**config.mk**
```make
export PLATFORM = sky130hd
export DESIGN_NAME = rtc_calendar_time_regs
export DESIGN_NICKNAME = d
export VERILOG_FILES = /design/src/rtc_pkg.sv /design/src/rtc_cal_out.sv /design/src/rtc_calendar_time_regs.sv
export VERILOG_INCLUDE_DIRS = /design/src /design/src/src
export SDC_FILE = /design/constraint.sdc
export NUM_CORES = 1
export LEC_CHECK = 0
export BUFFER_PORTS_ARGS = -buffer_cell sky130_fd_sc_hd__buf_2
export CORE_ASPECT_RATIO = 0.5
export CORE_UTILIZATION = 47
export CTS_CLUSTER_DIAMETER = 50
export DETAILED_ROUTE_END_ITERATION = 6
export PLACE_DENSITY = 0.7
export REMOVE_ABC_BUFFERS = 1
export SLEW_MARGIN = 20
export SYNTH_ARGS = -nofsm -noshare
export SYNTH_HDL_FRONTEND = slang
export SYNTH_HIERARCHICAL = 1
export SYNTH_SLANG_ARGS = --single-unit
```
**constraint.sdc**
```tcl
create_clock -name clk_i -period 2.9 [get_ports clk_i]
set_input_delay 0.29 -clock clk_i [delete_from_list [all_inputs] [get_ports clk_i]]
set_output_delay 0.29 -clock clk_i [all_outputs]
set_load 0.01 [all_outputs]
```
**src/rtc_cfg.svh**
```systemverilog
`ifndef RTC_CFG_SVH
`define RTC_CFG_SVH
// ------------------------------------------------------------
// Register map (byte addresses)
// ------------------------------------------------------------
`define OFF_CTL1 12'h000
`define OFF_CTL3 12'h004
`define OFF_SEC 12'h008
`define OFF_MIN 12'h00C
`define OFF_HOUR 12'h010
`define OFF_DOW 12'h014
`define OFF_DAY 12'h018
// ------------------------------------------------------------
// Control fields
// ------------------------------------------------------------
`define BIT_BCD 7
`define BIT_FREEZE 6
`define BIT_RSV1 5
`define BIT_SAFE 4
`define CALF_MSB 1
`define CTL1_RST_FREEZE 1'b1
`define CALF_RST 2'h0
// ------------------------------------------------------------
// Timing
// ------------------------------------------------------------
`define CLK_HZ 10000000
`define F512_HZ 512
`define F256_HZ 256
`define F1_HZ 1
`define HALF_512 (`CLK_HZ / (2 * `F512_HZ))
`define HALF_256 (`CLK_HZ / (2 * `F256_HZ))
`define HALF_1 (`CLK_HZ / (2 * `F1_HZ))
`endif

```
**src/rtc_pkg.sv**
```systemverilog
package rtc_pkg;
   typedef struct packed {
      logic [11:0] addr;
      logic write;
      logic [31:0] wdata;
   } apb_req_t;
   typedef enum logic [1:0] {CAL_OFF, CAL_512, CAL_256, CAL_1} cal_sel_t;
   typedef enum {ST_IDLE, ST_ACCESS} bus_st_t;
endpackage

```
**src/rtc_cal_out.sv**
```systemverilog
`timescale 1ns/1ps
`include "rtc_cfg.svh"
// Calibration frequency generator: toggles pin at selected rate
module rtc_cal_out import rtc_pkg::*;
#(
   parameter int HALF_512 = `HALF_512,
   parameter int HALF_256 = `HALF_256,
   parameter int HALF_1 = `HALF_1
)
(
   // Clock and reset
   input wire logic clk_i,
   input wire logic sys_rst_i,
   // Control
   input wire cal_sel_t sel_i,
   // Pin
   output logic calib_clock_pin_o
);
   initial
   begin
      if (HALF_512 < 1 || HALF_256 < 1 || HALF_1 < HALF_256)
         $error("bad divider settings");
   end
   logic [31:0] cnt_ff;
   logic pin_ff;
   logic [31:0] limit;
   always_comb
   begin
      case (sel_i)
         CAL_512: limit = 32'(HALF_512 - 1);
         CAL_256: limit = 32'(HALF_256 - 1);
         default: limit = 32'(HALF_1 - 1);
      endcase
   end
   // Divider: pin held low while output off
   always_ff @(posedge clk_i)
   begin
      if (sys_rst_i || sel_i == CAL_OFF)
      begin
         cnt_ff <= 32'h00000000;
         pin_ff <= 1'b0;
      end
      else if (cnt_ff >= limit)
      begin
         cnt_ff <= 32'h00000000;
         pin_ff <= ~pin_ff;
      end
      else
         cnt_ff <= cnt_ff + 32'h00000001;
   end
   assign calib_clock_pin_o = pin_ff;
   a_off_low: assert property (@(posedge clk_i) disable iff (sys_rst_i)
      $past(sel_i) == CAL_OFF |-> !pin_ff)
      else $error("pin toggles while off");
   a_512_rate: assert property (@(posedge clk_i) disable iff (sys_rst_i)
      (sel_i == CAL_512 && cnt_ff == 32'(HALF_512 - 1)) ##1 (sel_i == CAL_512)
      |-> pin_ff != $past(pin_ff))
      else $error("512 Hz toggle missed");
   c_512_on: cover property (@(posedge clk_i) sel_i == CAL_512 && $rose(pin_ff));
   c_1_on: cover property (@(posedge clk_i) sel_i == CAL_1 && $rose(pin_ff));
endmodule

```
**src/rtc_calendar_time_regs.sv**
```systemverilog
// Operation
// - Selector 00 off, 01 512 Hz, 10 256 Hz, 11 1 Hz on pin
// - Selector in bits 1-0, resets zero; bits 7-2 read zero
// - Binary seconds bits 5-0, 0 to 59, upper bits zero
// - Decimal seconds tens bits 6-4, units 3-0, bit 7 zero
// - Binary minutes bits 5-0, 0 to 59, upper bits zero
// - Decimal minutes tens bits 6-4, units 3-0, bit 7 zero
// - Binary hours bits 4-0, 0 to 23, upper bits zero
// - Decimal hours tens bits 5-4, units 3-0, bits 7-6 zero
// - Weekday bits 2-0, 0 to 6, both formats, upper bits zero
// - Binary day bits 4-0, 1 to 31, upper bits zero
// - Decimal day tens bits 5-4, units 3-0, bits 7-6 zero
// - Format bit picks binary or decimal counting and layout
// - Freeze bit, set at reset, stops counting; safe bit flags stability
`timescale 1ns/1ps
`include "rtc_cfg.svh"
module rtc_calendar_time_regs import rtc_pkg::*;
#(
   parameter int TICK_CYCLES = `CLK_HZ
)
(
   // Clock and reset
   input wire logic clk_i,
   input wire logic sys_rst_i,
   // APB slave
   input wire logic psel_i,
   input wire logic penable_i,
   input wire logic pwrite_i,
   input wire logic [11:0] paddr_i,
   input wire logic [31:0] pwdata_i,
   output logic [31:0] prdata_o,
   output logic pready_o,
   output logic pslverr_o,
   // Pins
   output logic calib_clock_pin_o
);
   initial
   begin
      if (TICK_CYCLES < 2)
         $error("TICK_CYCLES too small");
   end
   // ------------------------------------------------------------
   // Helpers
   // ------------------------------------------------------------
   // Step a field within limits, binary or two decimal digits
   function automatic logic [7:0] step(input logic [7:0] v, input logic [7:0] lo,
                                       input logic [7:0] hi, input logic bcd);
      logic [7:0] r;
      r = v;
      if (v == hi)
         r = lo;
      else if (bcd && v[3:0] == 4'h9)
         r = {v[7:4] + 4'h1, 4'h0};
      else
         r = v + 8'h01;
      return r;
   endfunction
   // Read mask of live bits for a field
   function automatic logic [7:0] mask(input logic [7:0] off, input logic bcd);
      logic [7:0] m;
      m = 8'h00;
      case (off)
         8'(`OFF_SEC), 8'(`OFF_MIN): m = bcd ? 8'h7F : 8'h3F;
         8'(`OFF_HOUR), 8'(`OFF_DAY): m = bcd ? 8'h3F : 8'h1F;
         8'(`OFF_DOW): m = 8'h07;
         default: m = 8'h00;
      endcase
      return m;
   endfunction
   // ------------------------------------------------------------
   // Bus front end
   // ------------------------------------------------------------
   apb_req_t req;
   logic setup;
   logic wr_go;
   bus_st_t st_ff;
   assign req = '{addr: paddr_i, write: pwrite_i, wdata: pwdata_i};
   assign setup = psel_i && !penable_i;
   assign wr_go = psel_i && penable_i && req.write && st_ff == ST_ACCESS;
   // Phase tracker
   always_ff @(posedge clk_i)
   begin
      if (sys_rst_i)
         st_ff <= ST_IDLE;
      else
         st_ff <= setup ? ST_ACCESS : ST_IDLE;
   end
   // ------------------------------------------------------------
   // Control registers
   // ------------------------------------------------------------
   logic bcd_ff;
   logic freeze_ff;
   logic safe_ff;
   cal_sel_t cal_ff;
   logic [7:0] sec_ff;
   logic [7:0] min_ff;
   logic [7:0] hour_ff;
   logic [7:0] dow_ff;
   logic [7:0] day_ff;
   logic [31:0] tick_ff;
   logic tick;
   logic [7:0] wb;
   assign wb = req.wdata[7:0];
   assign tick = !freeze_ff && tick_ff == 32'(TICK_CYCLES - 1);
   // Format and freeze control
   always_ff @(posedge clk_i)
   begin
      if (sys_rst_i)
      begin
         bcd_ff <= 1'b0;
         freeze_ff <= `CTL1_RST_FREEZE;
      end
      else if (wr_go && req.addr == `OFF_CTL1)
      begin
         bcd_ff <= wb[`BIT_BCD];
         freeze_ff <= wb[`BIT_FREEZE];
      end
   end
   // Calibration selector
   always_ff @(posedge clk_i)
   begin
      if (sys_rst_i)
         cal_ff <= CAL_OFF;
      else if (wr_go && req.addr == `OFF_CTL3)
         cal_ff <= cal_sel_t'(wb[`CALF_MSB:0]);
   end
   // Safe flag low in the cycle the counters roll over
   always_ff @(posedge clk_i)
   begin
      if (sys_rst_i)
         safe_ff <= 1'b1;
      else
         safe_ff <= !(tick_ff == 32'(TICK_CYCLES - 2) && !freeze_ff);
   end
   // ------------------------------------------------------------
   // Timebase and calendar
   // ------------------------------------------------------------
   // Second prescaler, stopped by freeze
   always_ff @(posedge clk_i)
   begin
      if (sys_rst_i)
         tick_ff <= 32'h00000000;
      else if (freeze_ff)
         tick_ff <= tick_ff;
      else if (tick)
         tick_ff <= 32'h00000000;
      else
         tick_ff <= tick_ff + 32'h00000001;
   end
   logic sec_wrap;
   logic min_wrap;
   logic hour_wrap;
   logic [7:0] sec_max;
   logic [7:0] hour_max;
   logic [7:0] day_max;
   assign sec_max = bcd_ff ? 8'h59 : 8'h3B;
   assign hour_max = bcd_ff ? 8'h23 : 8'h17;
   assign day_max = bcd_ff ? 8'h31 : 8'h1F;
   assign sec_wrap = tick && sec_ff == sec_max;
   assign min_wrap = sec_wrap && min_ff == sec_max;
   assign hour_wrap = min_wrap && hour_ff == hour_max;
   // Counters: software writes win; values not range-checked
   always_ff @(posedge clk_i)
   begin
      if (wr_go && req.addr == `OFF_SEC)
         sec_ff <= wb & mask(8'(`OFF_SEC), bcd_ff);
      else if (tick)
         sec_ff <= step(sec_ff, 8'h00, sec_max, bcd_ff);
   end
   always_ff @(posedge clk_i)
   begin
      if (wr_go && req.addr == `OFF_MIN)
         min_ff <= wb & mask(8'(`OFF_MIN), bcd_ff);
      else if (sec_wrap)
         min_ff <= step(min_ff, 8'h00, sec_max, bcd_ff);
   end
   always_ff @(posedge clk_i)
   begin
      if (wr_go && req.addr == `OFF_HOUR)
         hour_ff <= wb & mask(8'(`OFF_HOUR), bcd_ff);
      else if (min_wrap)
         hour_ff <= step(hour_ff, 8'h00, hour_max, bcd_ff);
   end
   always_ff @(posedge clk_i)
   begin
      if (wr_go && req.addr == `OFF_DOW)
         dow_ff <= wb & mask(8'(`OFF_DOW), bcd_ff);
      else if (hour_wrap)
         dow_ff <= step(dow_ff, 8'h00, 8'h06, 1'b0);
   end
   always_ff @(posedge clk_i)
   begin
      if (wr_go && req.addr == `OFF_DAY)
         day_ff <= wb & mask(8'(`OFF_DAY), bcd_ff);
      else if (hour_wrap)
         day_ff <= step(day_ff, 8'h01, day_max, bcd_ff);
   end
   // ------------------------------------------------------------
   // Read path
   // ------------------------------------------------------------
   logic [7:0] nxt_rd;
   logic nxt_err;
   always_comb
   begin
      nxt_err = 1'b0;
      case (req.addr)
         `OFF_CTL1: nxt_rd = {bcd_ff, freeze_ff, 1'b1, safe_ff, 4'h0};
         `OFF_CTL3: nxt_rd = {6'h00, cal_ff};
         `OFF_SEC: nxt_rd = sec_ff & mask(8'(`OFF_SEC), bcd_ff);
         `OFF_MIN: nxt_rd = min_ff & mask(8'(`OFF_MIN), bcd_ff);
         `OFF_HOUR: nxt_rd = hour_ff & mask(8'(`OFF_HOUR), bcd_ff);
         `OFF_DOW: nxt_rd = dow_ff & mask(8'(`OFF_DOW), bcd_ff);
         `OFF_DAY: nxt_rd = day_ff & mask(8'(`OFF_DAY), bcd_ff);
         default:
         begin
            nxt_rd = 8'h00;
            nxt_err = 1'b1;
         end
      endcase
   end
   // Answer registered one cycle after setup
   always_ff @(posedge clk_i)
   begin
      if (sys_rst_i)
      begin
         prdata_o <= 32'h00000000;
         pready_o <= 1'b0;
         pslverr_o <= 1'b0;
      end
      else
      begin
         pready_o <= setup;
         pslverr_o <= setup && nxt_err;
         if (setup && !req.write)
            prdata_o <= {24'h000000, nxt_rd};
      end
   end
   // ------------------------------------------------------------
   // Calibration pin (port routing left to software)
   // ------------------------------------------------------------
   logic cal_pin;
   rtc_cal_out u_cal
   (
      .clk_i(clk_i),
      .sys_rst_i(sys_rst_i),
      .sel_i(cal_ff),
      .calib_clock_pin_o(cal_pin)
   );
   always_ff @(posedge clk_i)
   begin
      if (sys_rst_i)
         calib_clock_pin_o <= 1'b0;
      else
         calib_clock_pin_o <= cal_pin;
   end
   // ------------------------------------------------------------
   // Checks
   // ------------------------------------------------------------
   a_ctl3_upper: assert property (@(posedge clk_i) disable iff (sys_rst_i)
      pready_o && !$past(req.write) && $past(req.addr) == `OFF_CTL3
      |-> prdata_o[7:2] == 6'h00)
      else $error("ctl3 upper bits set");
   a_sec_range: assert property (@(posedge clk_i) disable iff (sys_rst_i)
      !bcd_ff && sec_ff <= 8'h3B && tick && !wr_go |=> sec_ff <= 8'h3B)
      else $error("binary seconds out of range");
   a_sec_digits: assert property (@(posedge clk_i) disable iff (sys_rst_i)
      bcd_ff && $past(bcd_ff) && $past(sec_ff) == 8'h09 && $past(tick) && !$past(wr_go)
      |-> sec_ff == 8'h10)
      else $error("decimal seconds carry wrong");
   a_min_carry: assert property (@(posedge clk_i) disable iff (sys_rst_i)
      sec_wrap && !wr_go && !bcd_ff && min_ff == 8'h3B |=> min_ff == 8'h00)
      else $error("minute wrap wrong");
   a_hour_wrap: assert property (@(posedge clk_i) disable iff (sys_rst_i)
      min_wrap && !wr_go && hour_ff == hour_max |=> hour_ff == 8'h00)
      else $error("hour wrap wrong");
   a_dow_wrap: assert property (@(posedge clk_i) disable iff (sys_rst_i)
      hour_wrap && !wr_go && dow_ff == 8'h06 |=> dow_ff == 8'h00)
      else $error("weekday wrap wrong");
   a_day_wrap: assert property (@(posedge clk_i) disable iff (sys_rst_i)
      hour_wrap && !wr_go && day_ff == day_max |=> day_ff == 8'h01)
      else $error("day wrap wrong");
   a_freeze_hold: assert property (@(posedge clk_i) disable iff (sys_rst_i)
      freeze_ff && !wr_go ##1 !wr_go |-> $stable(sec_ff) && $stable(tick_ff))
      else $error("counters move while frozen");
   a_read_zero: assert property (@(posedge clk_i) disable iff (sys_rst_i)
      pready_o && !$past(req.write) && $past(req.addr) == `OFF_DOW
      |-> prdata_o[7:3] == 5'h00)
      else $error("fixed-zero bits read set");
   a_freeze_rst: assert property (@(posedge clk_i)
      $past(sys_rst_i) && !sys_rst_i |-> freeze_ff && !bcd_ff && cal_ff == CAL_OFF
      && !pready_o && !calib_clock_pin_o)
      else $error("reset values wrong");
   a_sec_mask: assert property (@(posedge clk_i) disable iff (sys_rst_i)
      wr_go && req.addr == `OFF_SEC && !bcd_ff |=> sec_ff[7:6] == 2'b00)
      else $error("binary seconds upper bits kept");
   a_cal_write: assert property (@(posedge clk_i) disable iff (sys_rst_i)
      wr_go && req.addr == `OFF_CTL3 |=> cal_ff == $past(wb[`CALF_MSB:0]))
      else $error("selector write lost");
   c_sec_tick: cover property (@(posedge clk_i) tick);
   c_bcd_carry: cover property (@(posedge clk_i) bcd_ff && sec_wrap);
   c_write: cover property (@(posedge clk_i) wr_go && req.addr == `OFF_CTL3);
   c_err: cover property (@(posedge clk_i) pslverr_o);
endmodule

```
Yosys cells after proc, flatten, opt, wreduce, memory -nomap -nowiden. Index checks and enable logic that the tools add are counted.

Output and inout port bits: 35. Register bits after elaboration: 153.

Magnitude comparators: 1. Muxes and demuxes: 39. Equality and inequality tests: 20. Reduce and logical (&&, ||, !) cells: 36. Bitwise operators: 11. $add $sub $neg: 11.

Operator list (count): two-way mux 8 bit (29); AND 8 bit (10); adder 32 x 1 -> 32 bit (second input constant) (2); equality test 32 x 24 -> 1 bit (second input constant) (2); one-hot mux 8 bit (7 select lines) (1); one-hot mux 23 bit (2 select lines) (1); adder 8 x 1 -> 8 bit (second input constant) (5); equality test 12 x 5 -> 1 bit (second input constant) (3); equality test 32 x 2 -> 1 bit (second input constant) (1); greater-or-equal comparator 32 x 23 -> 1 bit (1); two-way mux 32 bit (1); equality test 12 x 4 -> 1 bit (second input constant) (2); logical AND 1 bit (22); two-way mux 6 bit (3); adder 4 x 1 -> 4 bit (second input constant) (4); equality test 4 bit (second input constant) (4); equality test 8 x 6 -> 1 bit (2); equality test 8 x 7 -> 1 bit (2); two-way mux 7 bit (2); equality test 12 x 3 -> 1 bit (second input constant) (1); logical NOT 12 bit (1); nonzero test 2 bit (5); equality test 8 x 3 -> 1 bit (second input constant) (1); OR reduction 7 bit (1); other kinds (8) (12).

Depth between registers and ports, before layout. Gate-level depths: netlist (run 1).

Word-level depth: 7. Mapped depth: 10.

Hierarchy. The synthesis (run 1) kept the hierarchy.

By module, submodules not included: rtc_calendar_time_regs (area an instance 5385.2 sq um, cells an instance 596, times used 1); rtc_cal_out (area an instance 1924.3 sq um, cells an instance 199, times used 1).

Least setup slack after synthesis (run 1). OpenSTA, ideal clock, no wires.

Kind: reg2reg. Start: reg tick_ff[0]. End: reg hour_ff[0] (enable). Cell stages (with the launch flop): 7. Required time: 2.525 ns. Arrival: 1.854 ns. Path slack: 0.671 ns. Library setup time: 0.375 ns. Period minus slack after synthesis: 2.229 ns. Cells stage by stage: dfxtp_1 ha_1 nand4b_1 nor2_1 buf_2 nand3_1 o2bb2ai_1.

Longest elaborated chain between the ends: 5.

RTL lines: from (decl) (line rtc_calendar_time_regs.sv:100) `logic [31:0] tick_ff;`; from (signal assigned) (line rtc_calendar_time_regs.sv:144) `tick_ff <= tick_ff;`; from (signal assigned) (line rtc_calendar_time_regs.sv:148) `tick_ff <= tick_ff + 32'h00000001;`; equality test 32 x 24 -> 1 bit (line rtc_calendar_time_regs.sv:104) `assign tick = !freeze_ff && tick_ff == 32'(TICK_CYCLES - 1);`; logical AND 1 bit (line rtc_calendar_time_regs.sv:104); logical AND 1 bit (line rtc_calendar_time_regs.sv:159) `assign sec_wrap = tick && sec_ff == sec_max;`; logical AND 1 bit (line rtc_calendar_time_regs.sv:160) `assign min_wrap = sec_wrap && min_ff == sec_max;`; nonzero test 2 bit (no line); to (signal assigned) (line rtc_calendar_time_regs.sv:180) `` hour_ff <= wb & mask(8'(`OFF_HOUR), bcd_ff); ``; to (signal assigned) (line rtc_calendar_time_regs.sv:182) `hour_ff <= step(hour_ff, 8'h00, hour_max, bcd_ff);`; to (decl) (line rtc_calendar_time_regs.sv:97) `logic [7:0] hour_ff;`.

No other way between the ends. A chain may end at the register's enable or synchronous reset.

Final worst setup path (run 1).
Start: reg cal_ff[0]. End: reg u_cal.cnt_ff[7].

Longest elaborated chain between the ends: 4. Elaborated cells between the ends (all ways): 7. Those cells by class: order compare (1); eq/ne (2); mux (1); reduce/logical (3).

RTL lines: from (decl) (line rtc_calendar_time_regs.sv:94) `cal_sel_t cal_ff;`; from (signal assigned) (line rtc_calendar_time_regs.sv:125) `` cal_ff <= cal_sel_t'(wb[`CALF_MSB:0]); ``; equality test 2 bit or equality test 2 x 1 -> 1 bit (tied branches) (line rtc_cal_out.sv:29) `case (sel_i)`; one-hot mux 23 bit (2 select lines) (line rtc_cal_out.sv:29); greater-or-equal comparator 32 x 23 -> 1 bit (line rtc_cal_out.sv:43) `else if (cnt_ff >= limit)`; OR reduction 2 bit (no line) *; to (signal assigned) (line rtc_cal_out.sv:49) `cnt_ff <= cnt_ff + 32'h00000001;`; to (decl) (line rtc_cal_out.sv:24) `logic [31:0] cnt_ff;`.

Every way passes the cells marked *; elsewhere a longest branch is shown, timed or not.

==> flow_summary_export.csv, run 1 <==
group,metric,value,unit
die,ioPinCount,84,
setup_path,slowest_delay,0.47,ns
setup_path,path_max_fanout,11,
die,initial_core_util,0.4933,
synthesis,syn_area,0.007310,mm2
setup_path,endpoint_kind,"flop",
grt,busiest_layer,"met2",
sta,slew_violations,0,
setup_path,ff2ff_setup_slack,0.41,ns
drt,vias,5968,
grt,grt_use_met1,0.2905,
min_path,hp-start,"pwdata_i[7]",
clock_tree,clkLatencyLatePin,0.42,ns
grt,grt_overflow,0,
drt,routedWlPerCell,15.91,um
status,status,"finished, final reports clean",
sta,final.setup.tns,0,ns
synthesis,yosysWarningCount,6,
clock_tree,cts_tree,"yes",
setup_path,startpoint_type,"flop",
sta,relSlewSlack,0.3534,
layout,n_antenna_cell,0,
drt,dr.pass1.iters,7,
setup_path,reg2regPathDepth,9,
die,die_area,0.01609,mm2
grt,use_met3,0.05880,
synthesis,synthAdderAreaFrac,0.05649,
flow_run,cap_violations,0,
clock_tree,cts.sinks,121,
die,dieHeight,90.18,um
synthesis,synth_seq_cells,121,
synthesis,ys_types,69,
sta,setup_viol,0,
grt,gr-usage-met2,0.3569,
synthesis,synth_ff_type,"dfxtp_1",
setup_path,required,3.20,ns
clock_tree,cts_setup_buffers,0,
sta,period_minus_slack,2.490,ns
setup_path,r2r_end,"u_cal/cnt_ff[7]$_SDFF_PP0_",
layout,final_layout_size_suffix_gt1_frac,0.1496,
clock_tree,cts_root_buffer,"clkbuf_16",
layout,nets,920,
die,die_w,178.4,um
sta,fmax,401.6,MHz
grt,grt_max_degree,28,
layout,utilization,0.5539,
sta,clock_skew,0.008828,ns
setup_path,critPathArrivalTime,2.79,ns
drt,initialDrtViolationCount,464,
grt,grt_first_pass_wirelength,28010,um
power,netSwitchingPower,854.5,uW
synthesis,synth-compound-area-share,0.07566,
synthesis,synth_top_family_by_area,"simple AND/OR/NAND/NOR gates",
setup_path,cp_slowest_cell,"ha_1",
layout,synthToLayoutAreaGrowth,12.27,%
synthesis,yosysSeqAreaShare,0.3862,
drt,drcViolationCount,0,
synthesis,synth_area_per_cell,9.194,um2
drt,ant_nets,0,
setup_path,reg2reg_from,"cal_ff[0]$_SDFFE_PP0P_",
drt,drt_wl_total,16660,um
clock_tree,cts_resized,0,
die,rows,31,
power,leakage,0.003011,uW
power,seq_power_share,0.436,
synthesis,synthTopCellsByArea,"dfxtp_1, edfxtp_1, ha_1, xnor2_1, xor2_1",
power,cellPowerDensity,491.0,mW/mm2
placement,dpl.hpwl,11850,um
power,switching_share,0.2121,
synthesis,yosys.area.top_type_share,0.2218,
placement,finalWeightedCongestion,0.8858,
setup_path,crit_top_cell,"ha_1",
grt,grtUsageTotal,0.2197,
grt,grt_antenna_before_repair,0,
sta,worstMarginPinSlew,0.9610,ns
grt,grt_pass1_vias,5696,
setup_path,path_cells,"inv_1 -> ha_1 -> ha_1 -> nand2_1 -> nor4_1 -> o21ai_0 -> a21oi_2 -> buf_4 -> nor3_2",
clock_tree,clk_path_buf_depth,2,
power,p_int,3175,uW
clock_tree,cts_buffers,17,
placement,portBuffers,35,
min_path,min_to,"bcd_ff$_SDFFE_PP0P_",
sta,min_period_over_period,0.8586,
synthesis,synth_edf_count,40,
sta,rsz0062_at_grt,"no",
synthesis,async_flop_share,0,
synthesis,yosys.area_share.simple,0.2963,
min_path,hold_path_depth,3,
power,power.share.clock,0.536,
power,vdd_drop_max,469.7,uV
clock_tree,clk_pin_slew,0.06,ns
die,core,0.01482,mm2
setup_path,path_class,"reg -> reg",
sta,hold_viol_final,0,
synthesis,synth_xor_area_frac,0.09586,
synthesis,yosys.area.top_type,"dfxtp_1",
drt,viasPerCell,5.700,
synthesis,synthMuxAreaShare,0.03150,
power,p_comb_frac,0.027,
synthesis,netlist_instances,795,
min_path,min_path_type,"in -> reg",
clock_tree,cts_hold_buf,0,
clock_tree,cts_max_level,4,
==> cells by family after synthesis <==
logic type / count (synthesis)
simple gates: 380
flops: 121
compound gates: 83
xor+xnor: 80
buf+inv: 74
fa+ha+maj: 33
mux: 22
other cells: 2
==> critical path: cells and delay by family (launching register included) <==
| family | cells | cell delay, ns |
|---|---|---|
| buffers and inverters | 2 | 0.34 |
| AOI/OAI and AO/OA | 2 | 0.37 |
| DFF | 1 | 0.41 |
| adders and majority gates | 2 | 0.82 |
| and+or+nand+nor | 3 | 0.45 |
==> power by group through the flow <==
stage,logic (uW),clock network [uW],registers (uW)
4_1_cts,108,2180,1760
5_1_grt,121,2270,1760
3_3_place_gp,106,0,1790
6_report,109,2160,1760
3_5_place_dp,107,0,1790
2_1_floorplan,45.1,0,1790
==> Yosys cell counts (19+ instances only) <==
cell / number
nor2_1: 93
dfxtp_1: 81
nand2_1: 63
nand3_1: 51
edfxtp_1: 40
xnor2_1: 40
xor2_1: 40
ha_1: 33
nand4_1: 29
buf_4: 28
nor3_2: 23
nor3_1: 20
inv_1: 19
==> stage by stage <==
stage	instance area [um2]	worst slack [ns]	total power (uW)	hold WS (ns)	instances
after global placement	7605	0.4928	1900	0.4519	1017
after global routing	8207	0.2593	4146	0.1658	1047
after detailed placement	7605	0.4480	1901	0.4692	1017
final	8207	0.4102	4029	0.1479	1047
after CTS	8207	0.4197	4047	0.1410	1047
after floorplan	7077	0.1700	1839	0.3591	770
==> per-layer routing <==
| metal | wire [um] | vias up |
|---|---|---|
| met3 | 897 | 18 |
| met1 | 7829 | 2876 |
| met2 | 7727 | 165 |
| met4 | 205 | 0 |
| met5 | 0 | - |
| li1 | - | 2909 |
==> registers in the layout (all words and copies together), names as in the netlist <==
register                 cells
bcd_ff                       1
min_ff                       8
calib_clock_pin_o            1
prdata_o                     8
u_cal/calib_clock_pin_o      1
tick_ff                     32
safe_ff                      1
cal_ff                       2
dow_ff                       8
pslverr_o                    1
day_ff                       8
pready_o                     1
u_cal/cnt_ff                32
sec_ff                       8
freeze_ff                    1
hour_ff                      8
==> final cells by class <==
cell class / count / area [um2]
fill: 1351 / 6610
timing repair buffer: 49 / 280.3
sequential: 121 / 2823
multi-input combinational: 630 / 4183
tap: 198 / 247.7
inverter: 19 / 71.32
clock buffer: 25 / 549.3
clock inverter: 5 / 52.55
==> layout by cell type (no fill, tap or decap), drive strengths merged, types with 6 or more instances in the layout <==
cell and instances:
nand2 64, dfxtp 81, and3 16, nand4b 6
conb 32, and2 7, nor2 94, a21o 6
nand3b 6, nand4 31, xnor2 40, buf 49
inv 21, ha 33, nor3 43, clkbuf 25
nor4b 6, mux2i 14, nand3 51, o31ai 9
nand2b 6, a21oi 18, edfxtp 40, mux2 8
o21ai 18, xor2 40, nor4 17
==> worst max path at each step <==
stage	start	endpoint	slack (ns)	cells after the start
6_report	cal_ff[0]$_SDFFE_PP0P_	u_cal/cnt_ff[7]$_SDFF_PP0_	0.41	9
5_1_grt	cal_ff[0]$_SDFFE_PP0P_	u_cal/calib_clock_pin_o$_SDFFE_PP0P_	0.26	8
4_1_cts	cal_ff[0]$_SDFFE_PP0P_	u_cal/cnt_ff[3]$_SDFF_PP0_	0.42	9
3_5_place_dp	paddr_i[9]	min_ff[1]$_DFFE_PP_	0.45	5
3_3_place_gp	paddr_i[9]	min_ff[1]$_DFFE_PP_	0.49	5
2_1_floorplan	cal_ff[0]$_SDFFE_PP0P_	u_cal/cnt_ff[1]$_SDFF_PP0_	0.17	8
(Power assumes the default switching activity.)
==> run 2, diff against run 1 <==
Settings changed: ABC_AREA set to 1, CORE_UTILIZATION 47 to 40, PLACE_DENSITY 0.7 to 0.62.
==> run 2 against run 1 <==
Effect of this change: non-clock buffer count decreased by 10; highest routed layer unchanged; critical path type unchanged; count of clock-buffer cells in the layout is 2 lower; critical path depth grew 1; flip-flop and latch count did not move; routed wire length is 4.5% higher; fmax is 2.2% higher; largest power group unchanged; hold slack got worse by 0.024 ns.
==> flow_summary_export.csv, run 2 <==
group,metric,value,unit
synthesis,synthAdderAreaFrac,0.05484,
power,switching_share,0.2088,
placement,dpl.hpwl,13300,um
power,leakage,0.003640,uW
synthesis,synthMuxAreaShare,0,
setup_path,path_max_fanout,24,
synthesis,synth_edf_count,40,
power,vdd_drop_max,426.9,uV
setup_path,critPathArrivalTime,2.73,ns
layout,largest_registers,"tick_ff x32, u_cal/cnt_ff x32",
synthesis,ys_types,46,
clock_tree,cts_root_buffer,"clkbuf_16",
grt,grt_overflow,0,
synthesis,async_flop_share,0,
die,ioPinCount,84,
synthesis,synth_ff_type,"dfxtp_1",
die,core,0.01839,mm2
status,status,"finished, final reports clean",
setup_path,startpoint_type,"flop",
setup_path,crit_family,"simple AND/OR/NAND/NOR gates",
layout,nets,1148,
sta,relSlewSlack,0.6519,
drt,ant_nets,0,
layout,layout_commonest_cell,"nand2_1",
synthesis,synth_area_per_cell,7.426,um2
grt,grt_use_met1,0.2304,
sta,period_minus_slack,2.435,ns
clock_tree,cts_max_level,4,
power,seq_power_share,0.424,
grt,grt_first_pass_wirelength,29410,um
synthesis,yosys.area.top_type_share,0.2154,
sta,setup_viol,0,
drt,initialDrtViolationCount,285,
grt,grtUsageTotal,0.1913,
synthesis,netlist_instances,1014,
die,rows,35,
setup_path,critPathBufInv,2,
die,dieHeight,99.02,um
placement,finalWeightedCongestion,0.9077,
grt,busiest_layer,"met2",
grt,gr-usage-met2,0.3269,
layout,finalInstanceArea,0.008532,mm2
setup_path,required,3.20,ns
clock_tree,cts_resized,0,
sta,min_period_over_period,0.8397,
clock_tree,cts_tree,"yes",
power,power.share.clock,0.550,
layout,synthToLayoutAreaGrowth,13.31,%
drt,routedWlPerCell,13.20,um
synthesis,yosysSeqAreaShare,0.3749,
layout,final_layout_size_suffix_gt1_frac,0.1177,
drt,viasPerCell,5.017,
min_path,min_path_type,"in -> reg",
layout,n_antenna_cell,0,
power,cellPowerDensity,484.8,mW/mm2
synthesis,yosys.area_share.simple,0.3383,
die,initial_core_util,0.4094,
sta,hold_viol_final,0,
grt,grt_pass1_vias,6211,
clock_tree,clk_pin_slew,0.06,ns
placement,place_area,0.007889,mm2
power,p_comb_frac,0.026,
flow_run,cap_violations,0,
synthesis,post-synth-top-count-cell,"nand2_1",
synthesis,synth_common_cells,"nand2_1, nor2_1, inv_1",
clock_tree,cts_buffers,17,
sta,slew_violations,0,
grt,use_met3,0.04552,
placement,portBuffers,35,
setup_path,path_class,"reg -> reg",
sta,clock_skew,0.008898,ns
power,p_int,3273,uW
synthesis,synth_xor_area_frac,0.05467,
sta,rsz0062_at_grt,"no",
sta,final.setup.tns,0,ns
drt,dr.pass1.iters,7,
synthesis,synth-compound-area-share,0.07926,
sta,fmax,410.7,MHz
die,die_w,196.0,um
setup_path,cp_slowest_cell,"ha_1",
die,die_area,0.01941,mm2
drt,vias,6618,
clock_tree,cts.sinks,121,
clock_tree,cts_hold_buf,0,
synthesis,yosys.area.top_type,"dfxtp_1",
setup_path,slowest_delay,0.42,ns
clock_tree,clkLatencyLatePin,0.43,ns
grt,grt_max_degree,25,
setup_path,path_cells,"inv_1 -> ha_1 -> ha_1 -> inv_1 -> nor2_1 -> nand2_1 -> nor4_1 -> nand2_1 -> nand3_4 -> a21oi_1",
setup_path,endpoint_kind,"flop",
grt,grt_antenna_before_repair,1,
synthesis,syn_area,0.007530,mm2
synthesis,yosysWarningCount,6,
clock_tree,cts_setup_buffers,0,
layout,most-common-layout-cells,"nand2_1, nor2_1, inv_1, dfxtp_1, nand3_1",
clock_tree,clk_path_buf_depth,2,
synthesis,synth_top_family_by_area,"simple AND/OR/NAND/NOR gates",
power,netSwitchingPower,863.7,uW
synthesis,synth_seq_cells,121,
sta,worstMarginPinSlew,0.5182,ns
drt,drcViolationCount,0,
synthesis,synthTopCellsByArea,"dfxtp_1, edfxtp_1, nand2_1, nor2_1, inv_1",
drt,drt_wl_total,17410,um
==> run 2: cell types whose count changed after synthesis, moves of 15 or more <==
| cell | change |
|---|---|
| nand2_1 | +140 |
| nor3_2 | -22 |
| and3_1 | -15 |
| nor2_1 | +50 |
| nand3_1 | +29 |
| a21oi_1 | +17 |
| xnor2_1 | -29 |
| inv_1 | +97 |
| o21ai_0 | +27 |
==> run 2: path summary, 6_finish.rpt <==
path	endpoint	start	slack [ns]	cells past startpoint
worst max register to register	u_cal/cnt_ff[12]$_SDFF_PP0_	cal_ff[0]$_SDFFE_PP0P_	0.46	10
worst min register to register	calib_clock_pin_o$_SDFF_PP0_	u_cal/calib_clock_pin_o$_SDFFE_PP0P_	0.46	2
worst max-delay path	u_cal/cnt_ff[12]$_SDFF_PP0_	cal_ff[0]$_SDFFE_PP0P_	0.46	10
worst min-delay path	freeze_ff$_SDFFE_PP1P_	pwdata_i[6]	0.12	3
==> run 2: area by class of cell <==
| type | count | area (um2) |
|---|---|---|
| multi-input combinational | 762 | 4089 |
| tap | 240 | 300.3 |
| timing repair buffer | 39 | 205.2 |
| clock inverter | 9 | 133.9 |
| clock buffer | 23 | 509.2 |
| fill | 1863 | 9861 |
| sequential | 121 | 2823 |
| inverter | 125 | 471.7 |
==> run 2: kinds of logic (layout without fill, tap and decap cells) <==
group / Yosys count / after routing
other cells: 2 / 32
xor+xnor: 47 / 47
fa+ha+maj: 33 / 33
buf+inv: 161 / 196
simple gates: 544 / 544
flops: 121 / 121
compound gates: 106 / 106
==> run 2: power by group through the flow <==
stage	combinational [uW]	sequential, uW	clock (uW)
after floorplan	52.3	1790	0
after global placement	105	1790	0
after detailed placement	105	1790	0
after CTS	106	1750	2320
after global routing	120	1750	2390
final	106	1750	2280
==> run 2: tightest hold or removal path, stage by stage <==
cell     delay, ns
buf_2         0.09
nand3_1       0.07
nand3_1       0.07
==> run 2: stage by stage <==
step                      hold slack (ns)  total power [uW]  instances  setup WS [ns]  utilization
final                              0.1235              4137       1319         0.4649       0.4639
after global routing               0.1266              4265       1319         0.2511       0.4639
after CTS                          0.1088              4179       1319         0.4259       0.4639
after detailed placement           0.4520              1896       1287         0.4384       0.4289
after global placement             0.4497              1894       1287         0.5006       0.4289
after floorplan                    0.3591              1845       1008         0.7607            -
==> run 2: routing by layer <==
metal / part of all wire / up-vias / wire length [um]
li1: - / 3393 / -
met1: 0.46 / 3063 / 7970
met2: 0.48 / 134 / 8319
met3: 0.044 / 28 / 759
met4: 0.021 / 0 / 363
met5: 0 / - / 0
